===== src/lp3b_pkg.sv =====
// Purpose: Shared types and constants of the LPDDR3 power and bank FSM.
// Assumes: A 20 MHz fabric clock that oversamples the memory clock pin.
// Notes: Timing figures are plain defaults in nanoseconds.
package lp3b_pkg;

  // ----------------------------------------------------------------
  // Clock and timing
  // ----------------------------------------------------------------
  localparam int CLK_MHZ = 20;
  localparam int T_RCD_NS = 18;
  localparam int T_RP_NS = 21;
  localparam int T_RFCPB_NS = 90;
  localparam int T_RFCAB_NS = 130;
  localparam int T_MRR_NS = 100;
  localparam int T_MRW_NS = 100;
  localparam int T_INIT5_NS = 10000;
  localparam logic [15:0] RCD_CYC = 16'((T_RCD_NS * CLK_MHZ + 999) / 1000);
  localparam logic [15:0] RP_CYC = 16'((T_RP_NS * CLK_MHZ + 999) / 1000);
  localparam logic [15:0] RFCPB_CYC =
    16'((T_RFCPB_NS * CLK_MHZ + 999) / 1000);
  localparam logic [15:0] RFCAB_CYC =
    16'((T_RFCAB_NS * CLK_MHZ + 999) / 1000);
  localparam logic [15:0] MRR_CYC = 16'((T_MRR_NS * CLK_MHZ + 999) / 1000);
  localparam logic [15:0] MRW_CYC = 16'((T_MRW_NS * CLK_MHZ + 999) / 1000);
  localparam logic [15:0] INIT5_CYC =
    16'((T_INIT5_NS * CLK_MHZ + 999) / 1000);
  localparam logic [15:0] ONE_CYC = 16'h0001;
  // Burst length 8 on a double data rate bus is four memory clocks.
  localparam logic [2:0] BURST_CK = 3'h4;
  localparam int NUM_BANKS = 8;

  // ----------------------------------------------------------------
  // Command encodings on rising-edge CA, bit 0 is CA0
  // ----------------------------------------------------------------
  localparam logic [3:0] ENC_MRW = 4'h0;
  localparam logic [3:0] ENC_MRR = 4'h8;
  localparam logic [3:0] ENC_REFPB = 4'h4;
  localparam logic [3:0] ENC_REFAB = 4'hC;
  localparam logic [3:0] ENC_PRE = 4'hB;
  localparam logic [1:0] ENC_ACT = 2'h2;
  localparam logic [2:0] ENC_WR = 3'h1;
  localparam logic [2:0] ENC_RD = 3'h5;
  localparam logic [2:0] ENC_NOP = 3'h7;
  localparam logic [2:0] ENC_SREF = 3'h4;
  localparam logic [2:0] ENC_DPD = 3'h3;
  localparam logic [7:0] RESET_MA = 8'h3F;
  localparam int CA_AP = 0;
  localparam int CA_AB = 4;
  localparam int CA_MA = 4;
  localparam int CA_BA = 7;

  // ----------------------------------------------------------------
  // Types
  // ----------------------------------------------------------------
  typedef enum logic [3:0] {
    DEV_POWER_ON, DEV_RESETTING, DEV_RST_MRR, DEV_NORMAL, DEV_ACT_PD,
    DEV_IDLE_PD, DEV_RST_PD, DEV_SREF, DEV_DPD
  } lp3b_dev_e;

  typedef enum logic [3:0] {
    BK_IDLE, BK_ACTIVATING, BK_ACTIVE, BK_READING, BK_WRITING, BK_RD_AP,
    BK_WR_AP, BK_PRECHARGING, BK_REF_PB, BK_REF_AB, BK_MRR, BK_MRW
  } lp3b_bank_e;

  typedef enum logic [2:0] {
    OP_ACT, OP_RD, OP_WR, OP_PRE, OP_REF, OP_MRR, OP_MRW, OP_RST
  } lp3b_op_e;

  typedef lp3b_bank_e [NUM_BANKS-1:0] lp3b_bank_vec_t;

  typedef struct packed {
    logic valid;
    lp3b_op_e op;
    logic ap;
    logic all;
    logic [2:0] bank;
  } lp3b_cmd_s;

  typedef struct packed {
    logic ck;
    logic cke;
    logic cs_n;
    logic odt;
    logic [9:0] ca;
  } lp3b_pins_s;

  typedef struct packed {
    lp3b_bank_e st;
    lp3b_bank_e ret;
    logic [15:0] cnt;
    logic [2:0] burst;
  } lp3b_bank_s;

  typedef struct packed {
    lp3b_pins_s s1;
    lp3b_pins_s s2;
    logic ck_prev;
    logic cke_prev;
    logic pend;
    logic [9:0] ca_r;
    lp3b_dev_e dev;
    logic [15:0] cnt;
    logic [15:0] init_cnt;
    logic init_run;
    logic init_done;
    lp3b_cmd_s cmd;
    logic accept;
    logic reject;
    logic dq_term;
  } lp3b_top_s;

endpackage


===== src/lp3b_bank_fsm.sv =====
// Purpose: State and timing window of one DRAM bank.
// Assumes: Commands arrive already checked for legality by the top.
// Notes: Timed windows count fabric cycles, bursts count memory clocks.
`timescale 1ns/1ps
module lp3b_bank_fsm
  import lp3b_pkg::*;
#(
  parameter logic [2:0] BANK_ID = 3'h0
) (
  // Clock and reset
  input wire logic clk_in,
  input wire logic reset_in,
  // Command and memory clock edge
  input wire logic ck_rise_in,
  input wire lp3b_cmd_s cmd_in,
  // Bank status
  output lp3b_bank_e state_out,
  output logic idle_out,
  output logic open_out,
  output logic pre_ok_out,
  output logic rw_ok_out,
  output logic locked_out
);

  // ----------------------------------------------------------------
  // State
  // ----------------------------------------------------------------
  lp3b_bank_s q;
  lp3b_bank_s d;
  logic hit;
  logic done;

  always_comb begin
    d = q;
    hit = cmd_in.valid && (cmd_in.all || cmd_in.bank == BANK_ID);
    done = q.cnt == 16'h0000;
    if (!done) begin
      d.cnt = q.cnt - ONE_CYC;
    end
    if (ck_rise_in && q.burst != 3'h0) begin
      d.burst = q.burst - 3'h1;
    end
    case (q.st)
      BK_IDLE: begin
        if (hit && cmd_in.op == OP_ACT) begin
          d.st = BK_ACTIVATING;
          d.cnt = RCD_CYC - ONE_CYC;
        end else if (hit && cmd_in.op == OP_REF) begin
          d.st = cmd_in.all ? BK_REF_AB : BK_REF_PB;
          d.cnt = (cmd_in.all ? RFCAB_CYC : RFCPB_CYC) - ONE_CYC;
        end else if (hit && cmd_in.op == OP_MRW) begin
          d.st = BK_MRW;
          d.cnt = MRW_CYC - ONE_CYC;
        end else if (hit && cmd_in.op == OP_MRR) begin
          d.st = BK_MRR;
          d.ret = BK_IDLE;
          d.cnt = MRR_CYC - ONE_CYC;
        end else if (hit && cmd_in.op == OP_PRE) begin
          d.st = BK_PRECHARGING;
          d.cnt = RP_CYC - ONE_CYC;
        end
      end
      BK_ACTIVE, BK_READING, BK_WRITING: begin
        if (q.st != BK_ACTIVE && q.burst == 3'h0) begin
          d.st = BK_ACTIVE;
        end
        if (hit && (cmd_in.op == OP_RD || cmd_in.op == OP_WR)) begin
          // Auto precharge may be chosen freshly on every column command.
          if (cmd_in.op == OP_RD) begin
            d.st = cmd_in.ap ? BK_RD_AP : BK_READING;
          end else begin
            d.st = cmd_in.ap ? BK_WR_AP : BK_WRITING;
          end
          d.burst = BURST_CK;
        end else if (hit && cmd_in.op == OP_PRE) begin
          d.st = BK_PRECHARGING;
          d.cnt = RP_CYC - ONE_CYC;
        end else if (hit && cmd_in.op == OP_MRR && q.st == BK_ACTIVE) begin
          d.st = BK_MRR;
          d.ret = BK_ACTIVE;
          d.cnt = MRR_CYC - ONE_CYC;
        end
      end
      BK_RD_AP, BK_WR_AP: begin
        if (q.burst == 3'h0) begin
          d.st = BK_PRECHARGING;
          d.cnt = RP_CYC - ONE_CYC;
        end
      end
      BK_ACTIVATING: begin
        if (done) begin
          d.st = BK_ACTIVE;
        end
      end
      BK_MRR: begin
        if (done) begin
          d.st = q.ret;
        end
      end
      BK_PRECHARGING, BK_REF_PB, BK_REF_AB, BK_MRW: begin
        if (done) begin
          d.st = BK_IDLE;
        end
      end
      default: begin
        d.st = BK_IDLE;
      end
    endcase
    if (hit && cmd_in.op == OP_RST) begin
      d.st = BK_IDLE;
      d.cnt = 16'h0000;
      d.burst = 3'h0;
    end
  end

  always_ff @(posedge clk_in) begin
    if (reset_in) begin
      q <= '{st: BK_IDLE, ret: BK_IDLE, cnt: 16'h0000, burst: 3'h0};
    end else begin
      q <= d;
    end
  end

  // ----------------------------------------------------------------
  // Status
  // ----------------------------------------------------------------
  assign state_out = q.st;
  assign idle_out = q.st == BK_IDLE;
  assign rw_ok_out = q.st inside {BK_ACTIVE, BK_READING, BK_WRITING};
  assign pre_ok_out = rw_ok_out || idle_out;
  assign open_out = q.st inside {BK_ACTIVATING, BK_ACTIVE, BK_READING,
    BK_WRITING, BK_RD_AP, BK_WR_AP};
  assign locked_out = q.st inside {BK_REF_PB, BK_REF_AB, BK_MRR, BK_MRW};

endmodule


===== src/lp3b_power_bank_fsm.sv =====
// Purpose: Power state and bank state sequencing of an LPDDR3 die.
// Assumes: Memory clock pin is slow next to the fabric clock.
// Notes: Commands are registered at the falling memory clock edge.
`timescale 1ns/1ps
module lp3b_power_bank_fsm
  import lp3b_pkg::*;
(
  // Clock and reset
  input wire logic clk_in,
  input wire logic reset_in,
  // Memory command pins
  input wire logic ck_in,
  input wire logic cke_in,
  input wire logic cs_n_in,
  input wire logic [9:0] ca_in,
  // Configuration
  input wire logic odt_enable_in,
  // Status
  output lp3b_dev_e dev_state_out,
  output lp3b_bank_vec_t bank_state_out,
  output logic init_done_out,
  output logic cmd_accept_out,
  output logic cmd_reject_out,
  // Data pin condition
  output logic dq_hiz_out,
  output logic dq_term_out
);

  // ----------------------------------------------------------------
  // State and bank status
  // ----------------------------------------------------------------
  lp3b_top_s q;
  lp3b_top_s d;
  lp3b_pins_s pins;
  lp3b_bank_vec_t bank_st;
  logic [NUM_BANKS-1:0] idle_v;
  logic [NUM_BANKS-1:0] open_v;
  logic [NUM_BANKS-1:0] pre_ok_v;
  logic [NUM_BANKS-1:0] rw_ok_v;
  logic [NUM_BANKS-1:0] locked_v;
  logic ck_rise;
  logic ck_fall;
  logic all_idle;
  logic normal;
  logic ok;
  logic nop;
  logic to_banks;
  logic [2:0] ba;
  logic [7:0] ma;

  assign pins.ck = ck_in;
  assign pins.cke = cke_in;
  assign pins.cs_n = cs_n_in;
  assign pins.odt = odt_enable_in;
  assign pins.ca = ca_in;

  // ----------------------------------------------------------------
  // Banks
  // ----------------------------------------------------------------
  for (genvar g = 0; g < NUM_BANKS; g++) begin : g_bank
    lp3b_bank_fsm #(
      .BANK_ID(3'(g))
    ) u_bank (
      .clk_in(clk_in),
      .reset_in(reset_in),
      .ck_rise_in(ck_rise),
      .cmd_in(q.cmd),
      .state_out(bank_st[g]),
      .idle_out(idle_v[g]),
      .open_out(open_v[g]),
      .pre_ok_out(pre_ok_v[g]),
      .rw_ok_out(rw_ok_v[g]),
      .locked_out(locked_v[g])
    );
  end

  // ----------------------------------------------------------------
  // Power and command sequencing
  // ----------------------------------------------------------------
  always_comb begin
    d = q;
    // Pins are asynchronous to the fabric clock, so two stages first.
    d.s1 = pins;
    d.s2 = q.s1;
    d.ck_prev = q.s2.ck;
    d.cmd = '0;
    d.accept = 1'b0;
    d.reject = 1'b0;
    ck_rise = q.s2.ck && !q.ck_prev;
    ck_fall = !q.s2.ck && q.ck_prev;
    all_idle = &idle_v;
    normal = q.dev == DEV_NORMAL && !(|locked_v);
    ok = 1'b0;
    nop = 1'b0;
    to_banks = 1'b1;
    ba = q.ca_r[CA_BA +: 3];
    ma = {q.s2.ca[1:0], q.ca_r[CA_MA +: 6]};

    // --------------------------------------------------------------
    // Initialization wait and resetting mode read timer
    // --------------------------------------------------------------
    // The wait runs on in every power state, so a long resetting power
    // down can end straight in idle.
    if (q.init_run) begin
      if (q.init_cnt != 16'h0000) begin
        d.init_cnt = q.init_cnt - ONE_CYC;
      end else begin
        d.init_run = 1'b0;
        d.init_done = 1'b1;
      end
    end
    if (q.dev == DEV_RESETTING && q.init_done) begin
      d.dev = DEV_NORMAL;
    end
    if (q.dev == DEV_RST_MRR) begin
      if (q.cnt != 16'h0000) begin
        d.cnt = q.cnt - ONE_CYC;
      end else begin
        d.dev = DEV_RESETTING;
      end
    end

    // --------------------------------------------------------------
    // Clock enable judgement at each rising memory clock
    // --------------------------------------------------------------
    if (ck_rise) begin
      d.cke_prev = q.s2.cke;
      d.pend = 1'b0;
      case ({q.cke_prev, q.s2.cke})
        2'b01: begin
          if (q.s2.cs_n) begin
            case (q.dev)
              DEV_ACT_PD, DEV_IDLE_PD, DEV_SREF: begin
                d.dev = DEV_NORMAL;
              end
              DEV_RST_PD: begin
                d.dev = q.init_done ? DEV_NORMAL :
                  DEV_RESETTING;
              end
              DEV_DPD: begin
                d.dev = DEV_POWER_ON;
                d.init_done = 1'b0;
              end
              default: begin
                d.dev = q.dev;
              end
            endcase
          end
        end
        2'b10: begin
          if (q.s2.cs_n && q.dev == DEV_NORMAL) begin
            d.dev = (|open_v) ? DEV_ACT_PD : DEV_IDLE_PD;
          end else if (q.s2.cs_n && q.dev == DEV_RESETTING) begin
            d.dev = DEV_RST_PD;
          end else if (!q.s2.cs_n && normal && all_idle) begin
            if (q.s2.ca[2:0] == ENC_SREF) begin
              d.dev = DEV_SREF;
            end else if (q.s2.ca[2:0] == ENC_DPD) begin
              d.dev = DEV_DPD;
            end
          end
        end
        2'b11: begin
          if (!q.s2.cs_n) begin
            // Only the rising half is kept; the falling half comes later.
            d.pend = 1'b1;
            d.ca_r = q.s2.ca;
          end
        end
        default: begin
          // Both samples low keep every low-power state.
          d.dev = q.dev;
        end
      endcase
    end

    // --------------------------------------------------------------
    // Command decode at the falling memory clock
    // --------------------------------------------------------------
    // The falling half of CA is read straight from the synchroniser, as
    // it stands beside the falling clock that it belongs to.
    if (ck_fall && q.pend) begin
      d.pend = 1'b0;
      d.cmd.bank = ba;
      d.cmd.ap = q.s2.ca[CA_AP];
      if (q.ca_r[3:0] == ENC_MRW) begin
        d.cmd.all = 1'b1;
        if (ma == RESET_MA) begin
          d.cmd.op = OP_RST;
          ok = q.dev == DEV_POWER_ON || (normal && all_idle);
          if (ok) begin
            d.dev = DEV_RESETTING;
            d.init_cnt = INIT5_CYC - ONE_CYC;
            d.init_run = 1'b1;
            d.init_done = 1'b0;
          end
        end else begin
          d.cmd.op = OP_MRW;
          ok = normal && all_idle;
        end
      end else if (q.ca_r[3:0] == ENC_MRR) begin
        d.cmd.op = OP_MRR;
        d.cmd.all = 1'b1;
        if (q.dev == DEV_RESETTING) begin
          ok = 1'b1;
          to_banks = 1'b0;
          d.dev = DEV_RST_MRR;
          d.cnt = MRR_CYC - ONE_CYC;
        end else begin
          ok = normal;
        end
      end else if (q.ca_r[3:0] == ENC_REFPB) begin
        d.cmd.op = OP_REF;
        ok = normal && idle_v[ba];
      end else if (q.ca_r[3:0] == ENC_REFAB) begin
        d.cmd.op = OP_REF;
        d.cmd.all = 1'b1;
        ok = normal && all_idle;
      end else if (q.ca_r[3:0] == ENC_PRE) begin
        d.cmd.op = OP_PRE;
        d.cmd.all = q.ca_r[CA_AB];
        ok = normal &&
          (q.ca_r[CA_AB] ? &pre_ok_v : pre_ok_v[ba]);
      end else if (q.ca_r[1:0] == ENC_ACT) begin
        d.cmd.op = OP_ACT;
        ok = normal && idle_v[ba];
      end else if (q.ca_r[2:0] == ENC_RD || q.ca_r[2:0] == ENC_WR) begin
        d.cmd.op = q.ca_r[2:0] == ENC_RD ? OP_RD : OP_WR;
        // A bank in an auto-precharge or timed window is not column-ready.
        ok = normal && rw_ok_v[ba];
      end else if (q.ca_r[2:0] == ENC_NOP) begin
        nop = 1'b1;
      end
      d.cmd.valid = ok && to_banks;
      d.accept = ok;
      d.reject = !ok && !nop;
    end

    // --------------------------------------------------------------
    // Data pin condition
    // --------------------------------------------------------------
    // Termination replaces the floating outputs only in self refresh.
    d.dq_term = d.dev == DEV_SREF && q.s2.odt;
  end

  always_ff @(posedge clk_in) begin
    if (reset_in) begin
      // Each field is named so that its reset level is plain to read.
      q.s1 <= '0;
      q.s2 <= '0;
      q.ck_prev <= 1'b0;
      q.cke_prev <= 1'b0;
      q.pend <= 1'b0;
      q.ca_r <= 10'h000;
      q.dev <= DEV_POWER_ON;
      q.cnt <= 16'h0000;
      q.init_cnt <= 16'h0000;
      q.init_run <= 1'b0;
      q.init_done <= 1'b0;
      q.cmd <= '0;
      q.accept <= 1'b0;
      q.reject <= 1'b0;
      q.dq_term <= 1'b0;
    end else begin
      q <= d;
    end
  end

  // ----------------------------------------------------------------
  // Outputs
  // ----------------------------------------------------------------
  assign dev_state_out = q.dev;
  assign bank_state_out = bank_st;
  assign init_done_out = q.init_done;
  assign cmd_accept_out = q.accept;
  assign cmd_reject_out = q.reject;
  assign dq_term_out = q.dq_term;
  assign dq_hiz_out = !q.dq_term;

endmodule


===== config.mk =====
export PLATFORM = sky130hd
export DESIGN_NAME = lp3b_power_bank_fsm
export DESIGN_NICKNAME = d
export VERILOG_FILES = /design/src/lp3b_pkg.sv /design/src/lp3b_bank_fsm.sv /design/src/lp3b_power_bank_fsm.sv
export SDC_FILE = /design/constraint.sdc
export NUM_CORES = 1
export LEC_CHECK = 0
export CORE_AREA = 4 4 169 171
export CTS_BUF_LIST = sky130_fd_sc_hd__clkbuf_2 sky130_fd_sc_hd__clkbuf_4 sky130_fd_sc_hd__clkbuf_8
export CTS_CLUSTER_SIZE = 40
export DETAILED_ROUTE_END_ITERATION = 16
export DIE_AREA = 0 0 173 175
export DONT_BUFFER_PORTS = 1
export GPL_TIMING_DRIVEN = 0
export PLACE_DENSITY = 0.75
export SYNTH_ARGS = -nofsm -noshare
export SYNTH_HDL_FRONTEND = slang
export SYNTH_SLANG_ARGS = --single-unit
export TNS_END_PERCENT = 5

===== constraint.sdc =====
create_clock -name clk_in -period 3.1 [get_ports clk_in]
set_input_delay 0.62 -clock clk_in [delete_from_list [all_inputs] [get_ports clk_in]]
set_output_delay 0.62 -clock clk_in [all_outputs]
set_load 0.005 [all_outputs]

Yosys cells after proc, flatten, opt, wreduce, memory -nomap -nowiden
Index checks and enable logic that the tools add are counted.
{"block": "word_totals", "reg_bits": 307, "output_inout_bits": 41, "inputBits": 16}
{"block": "op_classes", "order_cmp": 1, "reduce_logical": 256, "n_eq_ne": 237, "add_sub_neg": 19, "n_bitwise": 2, "muxes": 347}
{"op": "$mux 16", "n": 67}
{"op": "$mux 4", "n": 148}
{"op": "$pmux 16 s3", "n": 8}
{"op": "$mux 20", "n": 11}
{"op": "$mux 24", "n": 8}
{"op": "$pmux 4 s6", "n": 8}
{"op": "$sub 16x1->16 const B", "n": 11}
{"op": "$eq 4x3->1 const B", "n": 38}
{"op": "$eq 4x4->1 const B", "n": 36}
{"op": "$logic_not 16->1", "n": 8}
{"op": "$logic_and 1x1->1", "n": 104}
{"op": "$ne 2x2->1 const B", "n": 48}
{"op": "$mux 3", "n": 30}
{"op": "$ne 2x1->1 const B", "n": 40}
{"op": "$reduce_and 8->1", "n": 10}
{"op": "$eq 4x2->1 const B", "n": 18}
{"op": "$mux 18", "n": 4}
{"op": "$pmux 4 s2", "n": 8}
{"op": "$mux 49", "n": 1}
{"op": "$ne 6x6->1 const B", "n": 8}
{"op": "$reduce_and 6->1", "n": 8}
{"op": "$reduce_bool 3->1", "n": 16}
{"op": "$reduce_bool 6->1", "n": 8}
{"op": "$logic_not 4->1", "n": 10}
{"op": "other kinds (28)", "n": 206}

Depth between registers and ports, before layout
{"block": "logic_depth", "ltp_word": 19, "depth_mapped": 11, "mapped_depth_nobuf": 10}

Cells and area by module
From an unflattened synthesis, not the netlist that was laid out.
{"block": "hier_totals", "hier_cells": 2235, "hier_area_um2": 18191.2}
{"mod": "lp3b_power_bank_fsm", "n_inst": 1, "area_each_um2": 4090.2, "cells_per_inst": 447}
{"mod": "lp3b_bank_fsm at g_bank[1].u_bank ...", "n_inst": 2, "area_each_um2": 1820.5, "cells_per_inst": 230}
{"mod": "lp3b_bank_fsm at g_bank[3].u_bank", "n_inst": 1, "area_each_um2": 1839.3, "cells_per_inst": 220}
{"mod": "lp3b_bank_fsm at g_bank[4].u_bank", "n_inst": 1, "area_each_um2": 1790.5, "cells_per_inst": 231}
{"mod": "lp3b_bank_fsm at g_bank[6].u_bank", "n_inst": 1, "area_each_um2": 1727.9, "cells_per_inst": 222}
{"mod": "lp3b_bank_fsm at g_bank[5].u_bank", "n_inst": 1, "area_each_um2": 1702.9, "cells_per_inst": 219}
{"mod": "lp3b_bank_fsm at g_bank[7].u_bank", "n_inst": 1, "area_each_um2": 1701.6, "cells_per_inst": 217}
{"mod": "lp3b_bank_fsm at g_bank[0].u_bank", "n_inst": 1, "area_each_um2": 1697.9, "cells_per_inst": 219}

Worst setup path before layout
Ideal clock, no wire load.
{"block": "synth_path", "path_kind": "reg-to-reg", "from": "register g_bank[1].u_bank.q[10] in the netlist's numbering", "to": "register g_bank[1].u_bank.q (netlist bit g_bank[1].u_bank.state_out[2])", "path_buffers": 1, "t_arrival_ps": 2689, "required_ps": 3014, "slack_ps": 325, "path_stages_with_launch": 9, "path_cell_list": "dfxtp_1 or4_4 or4_4 or3b_1 buf_6 a31o_4 a211oi_4 nor2_1 a211oi_1"}
{"block": "synth_between", "elab_chain_cells": 3, "elab_cells_between_ends": 5, "classes_between": "eq/ne (3); reduce/logical (2)"}
{"item": "from (decl)", "line_no": "lp3b_bank_fsm.sv:28", "rtl": "lp3b_bank_s q;"}
{"item": "from (signal assigned)", "line_no": "lp3b_bank_fsm.sv:118", "rtl": "q <= '{st: BK_IDLE, ret: BK_IDLE, cnt: 16'h0000, burst: 3'h0};"}
{"item": "$logic_not 16->1 (*)", "line_no": "lp3b_bank_fsm.sv:36", "rtl": "done = q.cnt == 16'h0000;"}
{"item": "$ne 2x1->1 (no source line)"}
{"item": "$reduce_and 6->1 (no source line) (*)"}
Every way passes the cells marked *; elsewhere a longest branch is shown, timed or not.
A chain may end at the register's enable or synchronous reset.

Final worst setup path
{"block": "layout_path", "from": "register q[10] in the netlist's numbering", "to": "register g_bank[5].u_bank.q (netlist bit g_bank[5].u_bank.state_out[1])"}
{"block": "layout_between", "elab_chain_cells": 7, "elab_cells_between_ends": 30, "classes_between": "eq/ne (9); mux (9); reduce/logical (12)"}
{"item": "from (decl)", "line_no": "lp3b_power_bank_fsm.sv:32", "rtl": "lp3b_top_s q;"}
{"item": "$eq 3x3->1", "line_no": "lp3b_bank_fsm.sv:54, lp3b_bank_fsm.sv:78"}
{"item": "$logic_and 1x1->1", "line_no": "lp3b_bank_fsm.sv:54, lp3b_bank_fsm.sv:78"}
{"item": "$mux 4 / $logic_and 1x1->1 (equally long branches)", "line_no": "lp3b_bank_fsm.sv:54, lp3b_bank_fsm.sv:78"}
{"item": "$mux 4 / $mux 24 (equally long branches)", "line_no": "lp3b_bank_fsm.sv:51, lp3b_bank_fsm.sv:78"}
{"item": "$mux 4 (on tied branches)", "line_no": "lp3b_bank_fsm.sv:48, lp3b_bank_fsm.sv:75"}
{"item": "$mux 4 (on tied branches)", "line_no": "lp3b_bank_fsm.sv:45, lp3b_bank_fsm.sv:67"}
{"item": "$pmux 4 s6", "line_no": "lp3b_bank_fsm.sv:43", "rtl": "case (q.st)"}
{"item": "to (signal assigned)", "line_no": "lp3b_bank_fsm.sv:118"}
{"item": "to (decl)", "line_no": "lp3b_bank_fsm.sv:28"}
Parallel ways exist; a longest one is shown, timed or not. The select of a mux whose other input is x is not followed.

==> run metrics <==
status=complete, but fails checks; failing checks=negative setup slack; ys flop type=dfxtp_1; share of the synthesized area in the top cell type=approximately a third; R2R depth=11; Die H=175 um; flops & latches, synth=~280; GRT Residual Overflow=0; Via density=roughly 6; sequential element share of the synthesized area=between 30% and 40%; leak pwr=around 6.7 nW; worst setup path startpoint=q[10]; Post-Syn Nets=roughly 2100; cell taking the most area after synthesis=dfxtp_1; FF-to-FF setup slack=-8 ps; FF-to-FF Start=q[10]; Core ar.=between 0.02 and 0.03 sq mm; pwr/cell area=1065 mW/mm^2; adder-cell share of the synthesized area=about 2.7%; simple-gate share of the synthesized area=28.10%; die area=a little over 0.03 sq mm; Slew Limit Fails=0; final hold violation count=0; GRT Total Usage=28.49%; Crit Path Class=register to register; Placer Congestion=0.9842; Max H-tree Level=2; largest net degree at the start of global routing=13; Max transition margin=20.72%; number of buffers created by CTS=49; Post-Synth XOR/XNOR Area=8.069%; first-pass GRT wire length=73.22 mm; crit path max fanout=10; ys async rst share=0%; syn_area_per_cell=7.829 sq um; Tightest Pin Transition=1178 ps; Syn Std Cell Area=0.01606 sq mm; initial antenna violation count=4; DR vias=15280; DRC=0; vias in the first global route=14283; final setup vio count=1; Synth top cells by count=nor2_1 (318), dfxtp_1 (283), nand2_1 (125); Max-Cap Viols=0; fin nets=between 2000 and 2500; final WL=44.53 mm; Initial Utilization=59.77%; crit path capture=g_bank[5].u_bank.state_out[1]; CTS Sinks=between 200 and 300; synth top area cells=dfxtp_1 (35%), nor2_1 (7.4%), xnor2_1 (5.3%); final hold slack=between 150 and 200 ps; crit end category=register; min Tclk post-route=3108 ps; routed wire length per instance=17.90 um; clock latency on the worst-skew pair=570 ps; Hold Path Class=input pin to register; FP Rows=60; Worst Skew=25.69 ps; # IOs=57; DP HPWL=31.82 mm; fill count=2324; Worst-path clk slew=60 ps; share of post-route cells with drive strength above 1=a little under a tenth; top-count cell post-synth=nor2_1; compound-cell area share of the yosys netlist=~17%; RSZ-0062 raised after global routing=true; largest family of logic cells by synthesized area=simple AND/OR/NAND/NOR gates; pre-CTS setup slack=-551.6 ps; chip width=approximately 170 um; Max VDD drop=0.9173 mV; Req. time, crit path=~3500 ps; Final ANT Viol Nets=0; Clock Tree Root=clkbuf_8; Reg-to-Reg End=g_bank[5].u_bank.state_out[1]; post-synth cell types=84; Hold Path Stages=1; CP Data Arrival Time=3530 ps; PortBufs=0; Warnings, synthesis=0; Post-synth EDFFs=0; Clock Path Buffers=3; Setup crit start kind=register; cell count after synthesis=2052; cts hold-fix bufs=0; fmax=between 300 and 400 MHz; mux contribution to synthesized area=2.438%; Pre-antenna DRT Iters=6; DRC violation total after the first TritonRoute iteration=~1300; setup ws final=-7.920 ps; CTS tree=built; Area growth syn-to-layout=11.70%; crit share post-route=100.3%
## through the flow
step	util (%)	total power [W]	instances	setup TNS (ps)	area (sq um)
global route	66.76	0.02058	2486	-1564	17940
detailed placement	61.36	0.01453	2393	-12490	16490
finish	66.76	0.01911	2487	-7.920	17940
CTS	66.30	0.01893	2483	0	17820
floorplan	-	0.01263	2052	0	16060
global placement	61.36	0.01431	2393	-13520	16490
## metal layers
| layer | GRT usage (%) | part of all wire, % | wire (um) |
|---|---|---|---|
| met5 | 0 | 0.029 | 13 |
| met4 | 9.644 | 3.6 | 1625 |
| met2 | 46.05 | 45 | 19910 |
| met1 | 38.52 | 44 | 19500 |
| met3 | 5.387 | 7.8 | 3478 |
## timing repair
| action | 4_1_cts | 5_1_grt |
|---|---|---|
| pin swaps | 0 | 4 |
| hold endpoints to repair | 0 | 0 |
| resized for setup | 15 | 29 |
| setup buffers | 0 | 3 |
| endpoints found under the setup margin | 42 | 109 |
| gates cloned | 0 | 0 |
## layout make-up
class | instances | area [sq um] | area share, %
Buffer | 148 | 709.4 | 3.954
Antenna cell | 2 | 5.005 | 0.02789
Timing Repair Buffer | 3 | 22.52 | 0.1255
Tap cell | 341 | 426.7 | 2.378
Multi-Input combinational cell | 1549 | 9607 | 53.54
Sequential cell | 283 | 5665 | 31.57
Clock buffer | 70 | 932.1 | 5.195
Inverter | 71 | 266.5 | 1.485
Clock inverter | 20 | 309.0 | 1.722
## worst max-delay path, stage by stage (launching register included)
cell	delay, ps
dfxtp_1	320
clkbuf_1	330
nand2b_1	270
nor2_1	70
ha_1	430
or3b_2	460
clkbuf_1	350
o31ai_1	290
o21ai_0	110
nand3b_1	170
nand3b_1	100
mux2i_1	70
## report_power, final
part / internal (W) / switching [W]
Clock: 0.00261 / 0.00159
Combinational: 0.00412 / 0.00551
Sequential: 0.00447 / 0.000806
Total: 0.0112 / 0.00790
## layout by cell type, fill, tap and decap left out, types with 9 or more instances in the layout
master,n
a211oi_1,10
a21o_1,21
a21oi_1,120
a31oi_1,31
and3_1,19
buf_4,39
clkbuf_1,95
clkbuf_8,65
clkinv_2,9
dfxtp_1,283
ha_1,35
inv_1,70
mux2i_1,29
nand2_1,125
nand2b_1,37
nand3_1,58
nand3b_1,13
nand4_1,18
nor2_1,315
nor2b_1,69
nor3_1,67
nor3b_1,15
nor4_1,41
nor4b_1,10
o21a_1,15
o21ai_0,99
o22ai_1,18
o31ai_1,15
or2_2,18
or3_1,17
or4_1,23
xnor2_1,98
xor2_1,50
## cells by family after synthesis
logic type,count (synthesis)
buffers and inverters,220
AND/OR/NAND/NOR,896
adder cells (fa/ha/maj),35
flip-flops,283
AO/OA/AOI/OAI,434
XOR/XNOR,148
multiplexers,36
## sequential cells by signal (all words and copies together), names as in the netlist, 3 cells and up
| signal | flops |
|---|---|
| q | 60 |
| g_bank.u_bank.state_out | 32 |
| dev_state_out | 4 |
| ma | 5 |
| d | 15 |
| ba | 3 |
| g_bank.u_bank.q | 160 |
## how the worst min path moves through the flow
stage,slack (ps),endpoint,start
2_1_floorplan,410,d[62],d[76]
3_3_place_gp,420,q[75],d[75]
3_5_place_dp,420,q[69],d[69]
4_1_cts,160,d[71],ca_in[8]
5_1_grt,160,d[71],ca_in[8]
6_report,190,d[63],ca_in[0]
Note: power is estimated with default switching activity, not from simulation.
